--- src/capture_timer_pkg.sv ---
// Shared constants and types for the capture timer: register offsets, field positions,
// reset values and the counter mode and sequencing enumerations.
// Assumes a byte-wide CPU register port with four address bits.

package capture_timer_pkg;

  localparam logic [3:0] OFS_CONTROL        = 4'h0;
  localparam logic [3:0] OFS_MODE           = 4'h1;
  localparam logic [3:0] OFS_EVENT_CONTROL  = 4'h4;
  localparam logic [3:0] OFS_IRQ_ENABLE     = 4'h5;
  localparam logic [3:0] OFS_IRQ_FLAGS      = 4'h6;
  localparam logic [3:0] OFS_RUN_STATUS     = 4'h7;
  localparam logic [3:0] OFS_DEBUG_HALT     = 4'h8;
  localparam logic [3:0] OFS_WIDE_LATCH     = 4'h9;
  localparam logic [3:0] OFS_COUNT_LO       = 4'hA;
  localparam logic [3:0] OFS_COUNT_HI       = 4'hB;
  localparam logic [3:0] OFS_COMPARE_LO     = 4'hC;
  localparam logic [3:0] OFS_COMPARE_HI     = 4'hD;

  localparam int BIT_ENABLE         = 0;
  localparam int BIT_EVENT_INPUT_EN = 0;
  localparam int BIT_EVENT_EDGE     = 4;
  localparam int BIT_CAPTURE_IRQ    = 0;
  localparam int BIT_RUN            = 0;
  localparam int BIT_KEEP_RUNNING   = 0;

  localparam logic [7:0]  RESET_BYTE = 8'h00;
  localparam logic [15:0] RESET_WORD = 16'h0000;

  typedef enum logic [2:0] {
    MODE_PERIODIC    = 3'b000,
    MODE_TIMEOUT     = 3'b001,
    MODE_CAPTURE     = 3'b010,
    MODE_FREQ        = 3'b011,
    MODE_PULSE_WIDTH = 3'b100,
    MODE_FREQ_PW     = 3'b101,
    MODE_SINGLE      = 3'b110,
    MODE_PWM8        = 3'b111
  } counter_mode_t;

  typedef enum logic [1:0] {
    FP_IDLE = 2'b00,
    FP_HIGH = 2'b01,
    FP_LOW  = 2'b10
  } freq_pw_state_t;

endpackage : capture_timer_pkg

--- src/timer_event_if.sv ---
// Interface carrying the qualified edges of the external event input.
// Assumes both ends run on core_clk.
`timescale 1ns/1ps

interface timer_event_if;
  logic rise;
  logic fall;
  modport src (output rise, output fall);
  modport dst (input rise, input fall);
endinterface : timer_event_if

--- src/capture_timer.sv ---
// Sixteen-bit capture/compare timer with a byte-wide CPU register port.
// Assumes one CPU access per cycle; read data appears on the cycle after the strobe.
`timescale 1ns/1ps

module capture_timer
  import capture_timer_pkg::*;
(
  // Clock, reset, enable
  input  wire logic       core_clk,
  input  wire logic       rst_n,
  input  wire logic       clk_en,
  // CPU register port
  input  wire logic [3:0] reg_addr,
  input  wire logic       reg_wr,
  input  wire logic       reg_rd,
  input  wire logic [7:0] reg_wdata,
  output logic      [7:0] reg_rdata,
  // Debug
  input  wire logic       debug_halt,
  // Event input
  input  wire logic       event_raw,
  // Results
  output logic            capture_irq_req,
  output logic            waveform_out
);

  logic           enable;
  counter_mode_t  counter_mode_select;
  logic           event_edge;
  logic           event_input_enable;
  logic           irq_enable;
  logic           irq_flag;
  logic           debug_keep_running;
  logic [7:0]     wide_access_latch;
  logic [15:0]    count_value;
  logic [15:0]    capture_compare_value;
  logic           gate_run;
  freq_pw_state_t fp_state;

  logic [15:0]    next_cnt;
  logic           next_gate;
  freq_pw_state_t next_fp;
  logic           set_flag;
  logic           cap_load;

  timer_event_if evt ();

  event_sync u_sync (
    .core_clk  (core_clk),
    .rst_n     (rst_n),
    .clk_en    (clk_en),
    .event_raw (event_raw),
    .evt       (evt)
  );

  // Register decode.
  wire wr_control   = clk_en & reg_wr & (reg_addr == OFS_CONTROL);
  wire wr_mode      = clk_en & reg_wr & (reg_addr == OFS_MODE);
  wire wr_event     = clk_en & reg_wr & (reg_addr == OFS_EVENT_CONTROL);
  wire wr_irq_en    = clk_en & reg_wr & (reg_addr == OFS_IRQ_ENABLE);
  wire wr_flags     = clk_en & reg_wr & (reg_addr == OFS_IRQ_FLAGS);
  wire wr_debug     = clk_en & reg_wr & (reg_addr == OFS_DEBUG_HALT);
  wire wr_latch     = clk_en & reg_wr & (reg_addr == OFS_WIDE_LATCH);
  wire wr_cnt_lo    = clk_en & reg_wr & (reg_addr == OFS_COUNT_LO);
  wire wr_cnt_hi    = clk_en & reg_wr & (reg_addr == OFS_COUNT_HI);
  wire wr_cmp_lo    = clk_en & reg_wr & (reg_addr == OFS_COMPARE_LO);
  wire wr_cmp_hi    = clk_en & reg_wr & (reg_addr == OFS_COMPARE_HI);
  wire rd_cnt_lo    = clk_en & reg_rd & (reg_addr == OFS_COUNT_LO);
  wire rd_cmp_lo    = clk_en & reg_rd & (reg_addr == OFS_COMPARE_LO);

  wire cnt_commit   = wr_cnt_lo;
  wire cmp_commit   = wr_cmp_lo;

  // Mode classes.
  wire mode_top     = (counter_mode_select == MODE_PERIODIC) |
                      (counter_mode_select == MODE_TIMEOUT)  |
                      (counter_mode_select == MODE_SINGLE);
  wire mode_capture = (counter_mode_select == MODE_CAPTURE)     |
                      (counter_mode_select == MODE_FREQ)        |
                      (counter_mode_select == MODE_PULSE_WIDTH) |
                      (counter_mode_select == MODE_FREQ_PW);
  wire mode_gated   = (counter_mode_select == MODE_TIMEOUT) |
                      (counter_mode_select == MODE_SINGLE)  |
                      (counter_mode_select == MODE_FREQ_PW);

  wire halted       = debug_halt & ~debug_keep_running;
  wire evt_ok       = event_input_enable & enable & ~halted;
  wire evt_sel      = evt_ok & (event_edge ? evt.fall : evt.rise);
  wire evt_opp      = evt_ok & (event_edge ? evt.rise : evt.fall);
  wire single_start = evt_ok & (event_edge ? (evt.rise | evt.fall) : evt.rise);
  wire counting     = enable & ~halted & (mode_gated ? gate_run : 1'b1);
  wire top_hit      = (count_value == capture_compare_value);
  wire pwm_hit      = (count_value[7:0] == capture_compare_value[7:0]);
  wire [15:0] count_inc = count_value + 16'h0001;

  // Counter sequencing per mode.
  always_comb
  begin
    next_cnt  = counting ? count_inc : count_value;
    next_gate = gate_run;
    next_fp   = fp_state;
    set_flag  = 1'b0;
    cap_load  = 1'b0;
    unique case (counter_mode_select)
      MODE_PERIODIC, MODE_TIMEOUT, MODE_SINGLE:
      begin
        if (counting && top_hit)
        begin
          set_flag = 1'b1;
          next_cnt = RESET_WORD;
          if (counter_mode_select == MODE_SINGLE)
            next_gate = 1'b0;
        end
        if (counter_mode_select == MODE_TIMEOUT)
        begin
          if (evt_sel)
            next_gate = 1'b1;
          else if (evt_opp)
            next_gate = 1'b0;
        end
        if (counter_mode_select == MODE_SINGLE && !gate_run && single_start)
          next_gate = 1'b1;
      end
      MODE_CAPTURE:
      begin
        if (evt_sel)
        begin
          cap_load = 1'b1;
          set_flag = 1'b1;
        end
      end
      MODE_FREQ:
      begin
        if (evt_sel)
        begin
          cap_load = 1'b1;
          set_flag = 1'b1;
          next_cnt = RESET_WORD;
        end
      end
      MODE_PULSE_WIDTH:
      begin
        if (evt_sel)
          next_cnt = RESET_WORD;
        else if (evt_opp)
        begin
          cap_load = 1'b1;
          set_flag = 1'b1;
        end
      end
      MODE_FREQ_PW:
      begin
        unique case (fp_state)
          FP_IDLE:
          begin
            if (evt_sel)
            begin
              next_cnt  = RESET_WORD;
              next_gate = 1'b1;
              next_fp   = FP_HIGH;
            end
          end
          FP_HIGH:
          begin
            if (evt_opp)
            begin
              cap_load = 1'b1;
              next_fp  = FP_LOW;
            end
          end
          FP_LOW:
          begin
            if (evt_sel)
            begin
              set_flag  = 1'b1;
              next_gate = 1'b0;
              next_fp   = FP_IDLE;
            end
          end
          default:
            next_fp = FP_IDLE;
        endcase
      end
      MODE_PWM8:
      begin
        if (counting && pwm_hit)
        begin
          set_flag = 1'b1;
          next_cnt = RESET_WORD;
        end
      end
    endcase
  end

  // Flag: a set in the same cycle as a clear wins.
  wire flag_clear = (wr_flags & reg_wdata[BIT_CAPTURE_IRQ]) | (rd_cmp_lo & mode_capture);
  wire next_flag  = set_flag | (irq_flag & ~flag_clear);

  // Shared byte latch for wide accesses.
  wire latch_load = wr_latch | wr_cnt_hi | wr_cmp_hi;
  wire [7:0] next_latch = latch_load ? reg_wdata :
                          rd_cnt_lo  ? count_value[15:8] :
                          rd_cmp_lo  ? capture_compare_value[15:8] :
                                       wide_access_latch;

  always_ff @(posedge core_clk)
  begin
    if (!rst_n)
    begin
      enable                <= 1'b0;
      counter_mode_select   <= MODE_PERIODIC;
      event_edge            <= 1'b0;
      event_input_enable    <= 1'b0;
      irq_enable            <= 1'b0;
      irq_flag              <= 1'b0;
      debug_keep_running    <= 1'b0;
      wide_access_latch     <= RESET_BYTE;
      count_value           <= RESET_WORD;
      capture_compare_value <= RESET_WORD;
      gate_run              <= 1'b0;
      fp_state              <= FP_IDLE;
    end
    else if (clk_en)
    begin
      if (wr_control)
        enable <= reg_wdata[BIT_ENABLE];
      if (wr_mode)
        counter_mode_select <= counter_mode_t'(reg_wdata[2:0]);
      if (wr_event)
      begin
        event_edge         <= reg_wdata[BIT_EVENT_EDGE];
        event_input_enable <= reg_wdata[BIT_EVENT_INPUT_EN];
      end
      if (wr_irq_en)
        irq_enable <= reg_wdata[BIT_CAPTURE_IRQ];
      if (wr_debug)
        debug_keep_running <= reg_wdata[BIT_KEEP_RUNNING];
      irq_flag          <= next_flag;
      wide_access_latch <= next_latch;
      gate_run          <= next_gate;
      fp_state          <= next_fp;
      // Software writes to the count and compare words override any internal update in the same cycle.
      count_value <= cnt_commit ? {wide_access_latch, reg_wdata} : next_cnt;
      if (cmp_commit)
        capture_compare_value <= {wide_access_latch, reg_wdata};
      else if (cap_load)
        capture_compare_value <= count_value;
    end
  end

  // Read data; high bytes come back from the shared latch.
  logic [7:0] read_mux;
  always_comb
  begin
    read_mux = RESET_BYTE;
    unique case (reg_addr)
      OFS_CONTROL:       read_mux = {7'h00, enable};
      OFS_MODE:          read_mux = {5'h00, counter_mode_select};
      OFS_EVENT_CONTROL: read_mux = {3'h0, event_edge, 3'h0, event_input_enable};
      OFS_IRQ_ENABLE:    read_mux = {7'h00, irq_enable};
      OFS_IRQ_FLAGS:     read_mux = {7'h00, irq_flag};
      OFS_RUN_STATUS:    read_mux = {7'h00, counting};
      OFS_DEBUG_HALT:    read_mux = {7'h00, debug_keep_running};
      OFS_WIDE_LATCH:    read_mux = wide_access_latch;
      OFS_COUNT_LO:      read_mux = count_value[7:0];
      OFS_COMPARE_LO:    read_mux = capture_compare_value[7:0];
      OFS_COUNT_HI,
      OFS_COMPARE_HI:    read_mux = wide_access_latch;
      default:           read_mux = RESET_BYTE;
    endcase
  end

  always_ff @(posedge core_clk)
  begin
    if (!rst_n)
      reg_rdata <= RESET_BYTE;
    else if (clk_en && reg_rd)
      reg_rdata <= read_mux;
  end

  assign capture_irq_req = irq_flag & irq_enable;

  waveform_gen #(
    .PERIOD_WIDTH (8)
  ) u_wave (
    .core_clk  (core_clk),
    .rst_n     (rst_n),
    .clk_en    (clk_en),
    .active    (enable & (counter_mode_select == MODE_PWM8)),
    .count_low (count_value[7:0]),
    .duty      (capture_compare_value[15:8]),
    .wave      (waveform_out)
  );
endmodule : capture_timer

--- src/event_sync.sv ---
// Synchroniser and edge detector for the asynchronous event input.
// Assumes event_raw is unrelated to core_clk.
`timescale 1ns/1ps

module event_sync
(
  // Clock, reset, enable
  input  wire logic   core_clk,
  input  wire logic   rst_n,
  input  wire logic   clk_en,
  // Raw event
  input  wire logic   event_raw,
  // Qualified edges
  timer_event_if.src  evt
);

  logic [2:0] sync;
  logic       level;
  wire        agree = (sync[1] == sync[2]);

  // A change is accepted only once the second and third stages agree.
  always_ff @(posedge core_clk)
  begin
    if (!rst_n)
    begin
      sync  <= 3'h0;
      level <= 1'b0;
    end
    else if (clk_en)
    begin
      sync  <= {sync[1:0], event_raw};
      if (agree)
        level <= sync[2];
    end
  end

  assign evt.rise = clk_en & agree & sync[2] & ~level;
  assign evt.fall = clk_en & agree & ~sync[2] & level;

endmodule : event_sync

--- src/waveform_gen.sv ---
// Eight-bit PWM waveform stage: output high while the count is below the duty byte.
// Assumes the caller resets the count at the period match.
`timescale 1ns/1ps

module waveform_gen #(
  parameter int PERIOD_WIDTH = 8
)
(
  // Clock, reset, enable
  input  wire logic                    core_clk,
  input  wire logic                    rst_n,
  input  wire logic                    clk_en,
  // Waveform control
  input  wire logic                    active,
  input  wire logic [PERIOD_WIDTH-1:0] count_low,
  input  wire logic [PERIOD_WIDTH-1:0] duty,
  // Output
  output logic                         wave
);

  if (PERIOD_WIDTH < 1 || PERIOD_WIDTH > 16)
  begin : g_width_check
    $error("waveform_gen: PERIOD_WIDTH out of range");
  end

  wire below_duty = (count_low < duty);

  always_ff @(posedge core_clk)
  begin
    if (!rst_n)
      wave <= 1'b0;
    else if (clk_en)
      wave <= active & below_duty;
  end

endmodule : waveform_gen
--- config.mk ---
export PLATFORM = sky130hd
export DESIGN_NAME = capture_timer
export DESIGN_NICKNAME = d
export VERILOG_FILES = /design/src/capture_timer_pkg.sv /design/src/timer_event_if.sv /design/src/capture_timer.sv /design/src/event_sync.sv /design/src/waveform_gen.sv
export SDC_FILE = /design/constraint.sdc
export NUM_CORES = 1
export LEC_CHECK = 0
export ABC_AREA = 1
export BUFFER_PORTS_ARGS = -buffer_cell sky130_fd_sc_hd__buf_2
export CORE_MARGIN = 3
export CORE_UTILIZATION = 35
export DETAILED_ROUTE_END_ITERATION = 6
export SKIP_LAST_GASP = 1
export SLEW_MARGIN = 15
export SYNTH_ARGS = -nofsm -noshare
export SYNTH_HDL_FRONTEND = slang
export SYNTH_SLANG_ARGS = --single-unit
--- constraint.sdc ---
create_clock -name core_clk -period 2 [get_ports core_clk]
set_input_delay 0.4 -clock core_clk [delete_from_list [all_inputs] [get_ports core_clk]]
set_output_delay 0.4 -clock core_clk [all_outputs]
set_load 0.02 [all_outputs]
==> impl.org <==
** Outcome
- Result of the run :: complete, no violations

** Layout
- Final Instance Count excl. Fillers :: 977
- Layout area overhead :: 20.9%
- In the final layout, the share of cells above drive strength 1 is 0.205.
- Commonest cells after routing, fill and taps aside :: 213 x nand2_1, 78 x a21oi_1, 66 x o21ai_0
- Antenna diodes :: 0
- The library cell used most frequently in the layout, excluding fill and tap cells, is nand2_1.
- Fill cells in the final layout number 1,399.
- After the last flow step, the layout net total stands at 830.
- Summing all multi-input logic gate instances after layout gives about 2900 um^2.
- Measured on the finished design, the core utilization comes to 0.438.
- Total area of sequential cells :: between 1000 and 1500 um^2

** Hold path
- Startpoint of the lowest-slack hold path :: event_raw
- For hold timing, the worst endpoint is u_sync.sync[0].
- Counting instances, the worst hold path has a depth of 3.
- Class of the tightest hold or removal check :: in2reg

** Floorplanning
- Placeable Area :: between 10,000 and 15,000 um^2
- In this run the core area contains 41 standard-cell rows.
- Initial core utilization :: 0.362
- The floorplan step set the die width to 121 um.
- During I/O placement, the number of pins put on the boundary was 29.
- Measured along the y axis, the die boundary spans between 100 and 150 um.
- The die covers 14,600 um^2.

** Critical path
- Required time at the endpoint of the critical path :: about 2200 ps
- Reg-to-reg endpoint :: count_value[10]
- The critical path is of the reg2reg type.
- At the worst endpoint, the arrival time is 2060 ps.
- Depth of the most critical reg-to-reg path :: 11
- Across all register-to-register paths, the minimum setup slack is 170 ps.
- Maximum fanout along the worst path :: 9
- In this run the critical register-to-register path is launched from count_value[6].
- The worst setup path is launched from a flip-flop.
- The worst setup path is captured at a flip-flop.

** STA
- The number of endpoints with negative hold slack in the final report was 0.
- Min Tclk post-route :: 1830 ps
- Final Setup Violations :: 0
- Number of pins with negative max-slew slack in the final report :: 0
- Adding up every negative setup slack in the final design gives 0 ps.
- For the pin with the worst max-slew slack, the measured transition is between 400 and 500 ps.
- Of the available clock period, the critical path in the final layout requires 0.915.
- Timing would allow up to 0.546 GHz.
- Measured against its own limit, the worst slew margin works out to 0.708.
- Worst setup skew after layout :: 13.7 ps

** Synth
- Post-synthesis register bit count :: between 60 and 70
- Sequential cell area fraction in the yosys report :: 0.283
- The number of nets in the synthesized netlist is 769.
- Share of the synthesized area in the top cell type :: 0.283
- Library cell with the largest summed area after synthesis :: dfxtp_1
- A synthesized cell averages 6.21 um^2.
- Yosys mapped the design onto 42 distinct sky130hd cell types.
- Synthesis produced a netlist whose cell count is ~740.
- Synthesized cell area :: 4600 um^2
- By area the synthesized netlist is led by dfxtp_1 28%, nand2_1 17%, a21oi_1 8.5%, o21ai_0 7.2%, nand3_1 5.4%.
- Count of yosys warnings during synthesis :: 0

** Clock tree
- Register clock-pin slew on the reported worst setup and hold paths :: 50 ps
- Count of H-tree levels built during CTS :: 3
- For the worst-skew pair, the clock arrives at the later sink with an insertion delay of approximately 350 ps.
- TritonCTS built the clock tree.
- Number of buffers added to fix hold violations after cts :: 0
- CTS Root Buffer Type :: clkbuf_16
- Number of CTS-inserted buffers :: 9
- Number of buffers on the longest clock path :: 2
- CTS sink cnt :: 65

** Routing
- The detail route stage leaves a number of antenna-violating nets equal to 0.
- Summed over all layers, the routed wires come to 15,200 um.
- Routed wire per std cell :: 15.5 um
- Total number of vias :: around 5,100
- Drt drc :: 0
- The first TritonRoute pass finished after 5 iterations.
- Detail-routed via count per cell :: 5.24
- Number of DRC violations after detailed-routing iteration 0 :: between 300 and 400

** Job
- Across the run, the number of max-cap violations was 0.

** Global routing
- Entering global routing, the biggest net connects 50 pins.
- The total overflow left after global routing is 0.
- Antenna violations before repair :: 0
- GRT Overall Usage :: 0.214
- Vias in the first global route :: roughly 4,600
- First-pass GRT wire length :: 24,400 um

** Place
- GPL Wtd Cong :: 0.908
- The number of placed instances, taps included, is 962.
- HPWL after DPL :: approximately 11,000 um
- I/O Buffers :: 28

** Power and ir drop
- Reported leakage power :: 0.00224 uW
- Power spread over the standard cell area amounts to 564 nW/um^2.
- Worst supply voltage drop on vdd :: 0.415 mV
[per-layer routing]
layer	vias to the layer above	GRT usage	share of wire
met5	-	0	0
met4	0	0.0574	0.019
met3	25	0.0543	0.065
met2	159	0.334	0.44
met1	2347	0.293	0.47
li1	2591	-	-
[worst max path at each step]
stage | from | cells after the start | to | slack, ps
after global placement | clk_en | 11 | count_value[15] | 50
after floorplan | counter_mode_select[1] | 12 | count_value[10] | 330
final | count_value[6] | 11 | count_value[10] | 170
after global routing | enable | 10 | count_value[13] | -2
after CTS | count_value[0] | 11 | count_value[12] | 40
after detailed placement | clk_en | 11 | count_value[12] | 9
[cell type report]
type / instances / share of cell area
multi-input combinational: 561 / 0.514
tap: 172 / 0.0387
inverter: 78 / 0.0526
timing repair buffer: 87 / 0.111
clock buffer: 11 / 0.0454
clock inverter: 3 / 0.00315
sequential: 65 / 0.235
[where the power goes]
part | switching, uW | total, uW | internal (uW)
registers | 22.9 | 1340 | 1320
logic | 207 | 309 | 102
clock network | 603 | 1490 | 887
total | 833 | 3140 | 2310
[Yosys cell counts (all sizes together)]
cell     instances
o22ai            3
xor2             3
nand4           14
ha               9
o2111ai          2
buf             23
nor3            14
nand2          220
clkbuf          14
nor4             1
o22a             1
clkinv           2
inv             76
nand3           53
xnor2            5
o221ai           2
o21bai          12
dfxtp           65
a21o             1
a221oi           1
o211ai           3
o31ai            1
a21oi           88
a21boi           1
and2             1
a211oi           2
o21ai           69
nor2            47
a31oi            8
[critical path, stage by stage (launching register included)]
cell and delay, ps:
dfxtp_1 310, xnor2_1 250, nand2_1 120, nor2_2 190, nand3_1 90, nand2_1 60, nand3_1 140, buf_4 220
o21bai_1 150, nand2_1 60, nand2_1 60, a21oi_1 60
[through the flow]
stage,hold WS (ps),setup WS (ps),power (uW),instance area (um^2)
CTS,276,35.0,3160,5510
global route,301,-1.59,3260,5570
global placement,450,47.5,1670,5240
finish,280,170,3140,5570
floorplan,437,329,1540,4600
detailed placement,450,9.36,1670,5240
[repair_timing]
item                                    4_1_cts  5_1_grt
gates resized for setup                       0       17
endpoints found under the setup margin        0       16
buffers inserted                              0        1
[cell families (layout without fill, tap and decap cells)]
logic type | Yosys count | in the layout | share of synthesized area
adders and majority gates | 9 | 9 | 0.0245
DFF | 65 | 65 | 0.283
xor gates and xnor gates | 8 | 8 | 0.0152
buffers and inverters | 115 | 179 | 0.106
and+or+nand+nor | 350 | 350 | 0.334
AOI/OAI and AO/OA | 194 | 194 | 0.238
[flip-flops by register name, indices dropped and copies added, names as in the netlist, 2 cells and up]
| register | cells |
|---|---|
| count_value | 16 |
| fp_state | 2 |
| u_sync.sync | 3 |
| counter_mode_select | 3 |
| capture_compare_value | 16 |
| wide_access_latch | 8 |
| reg_rdata | 8 |
No activity file was read; power rests on OpenSTA's default activity.
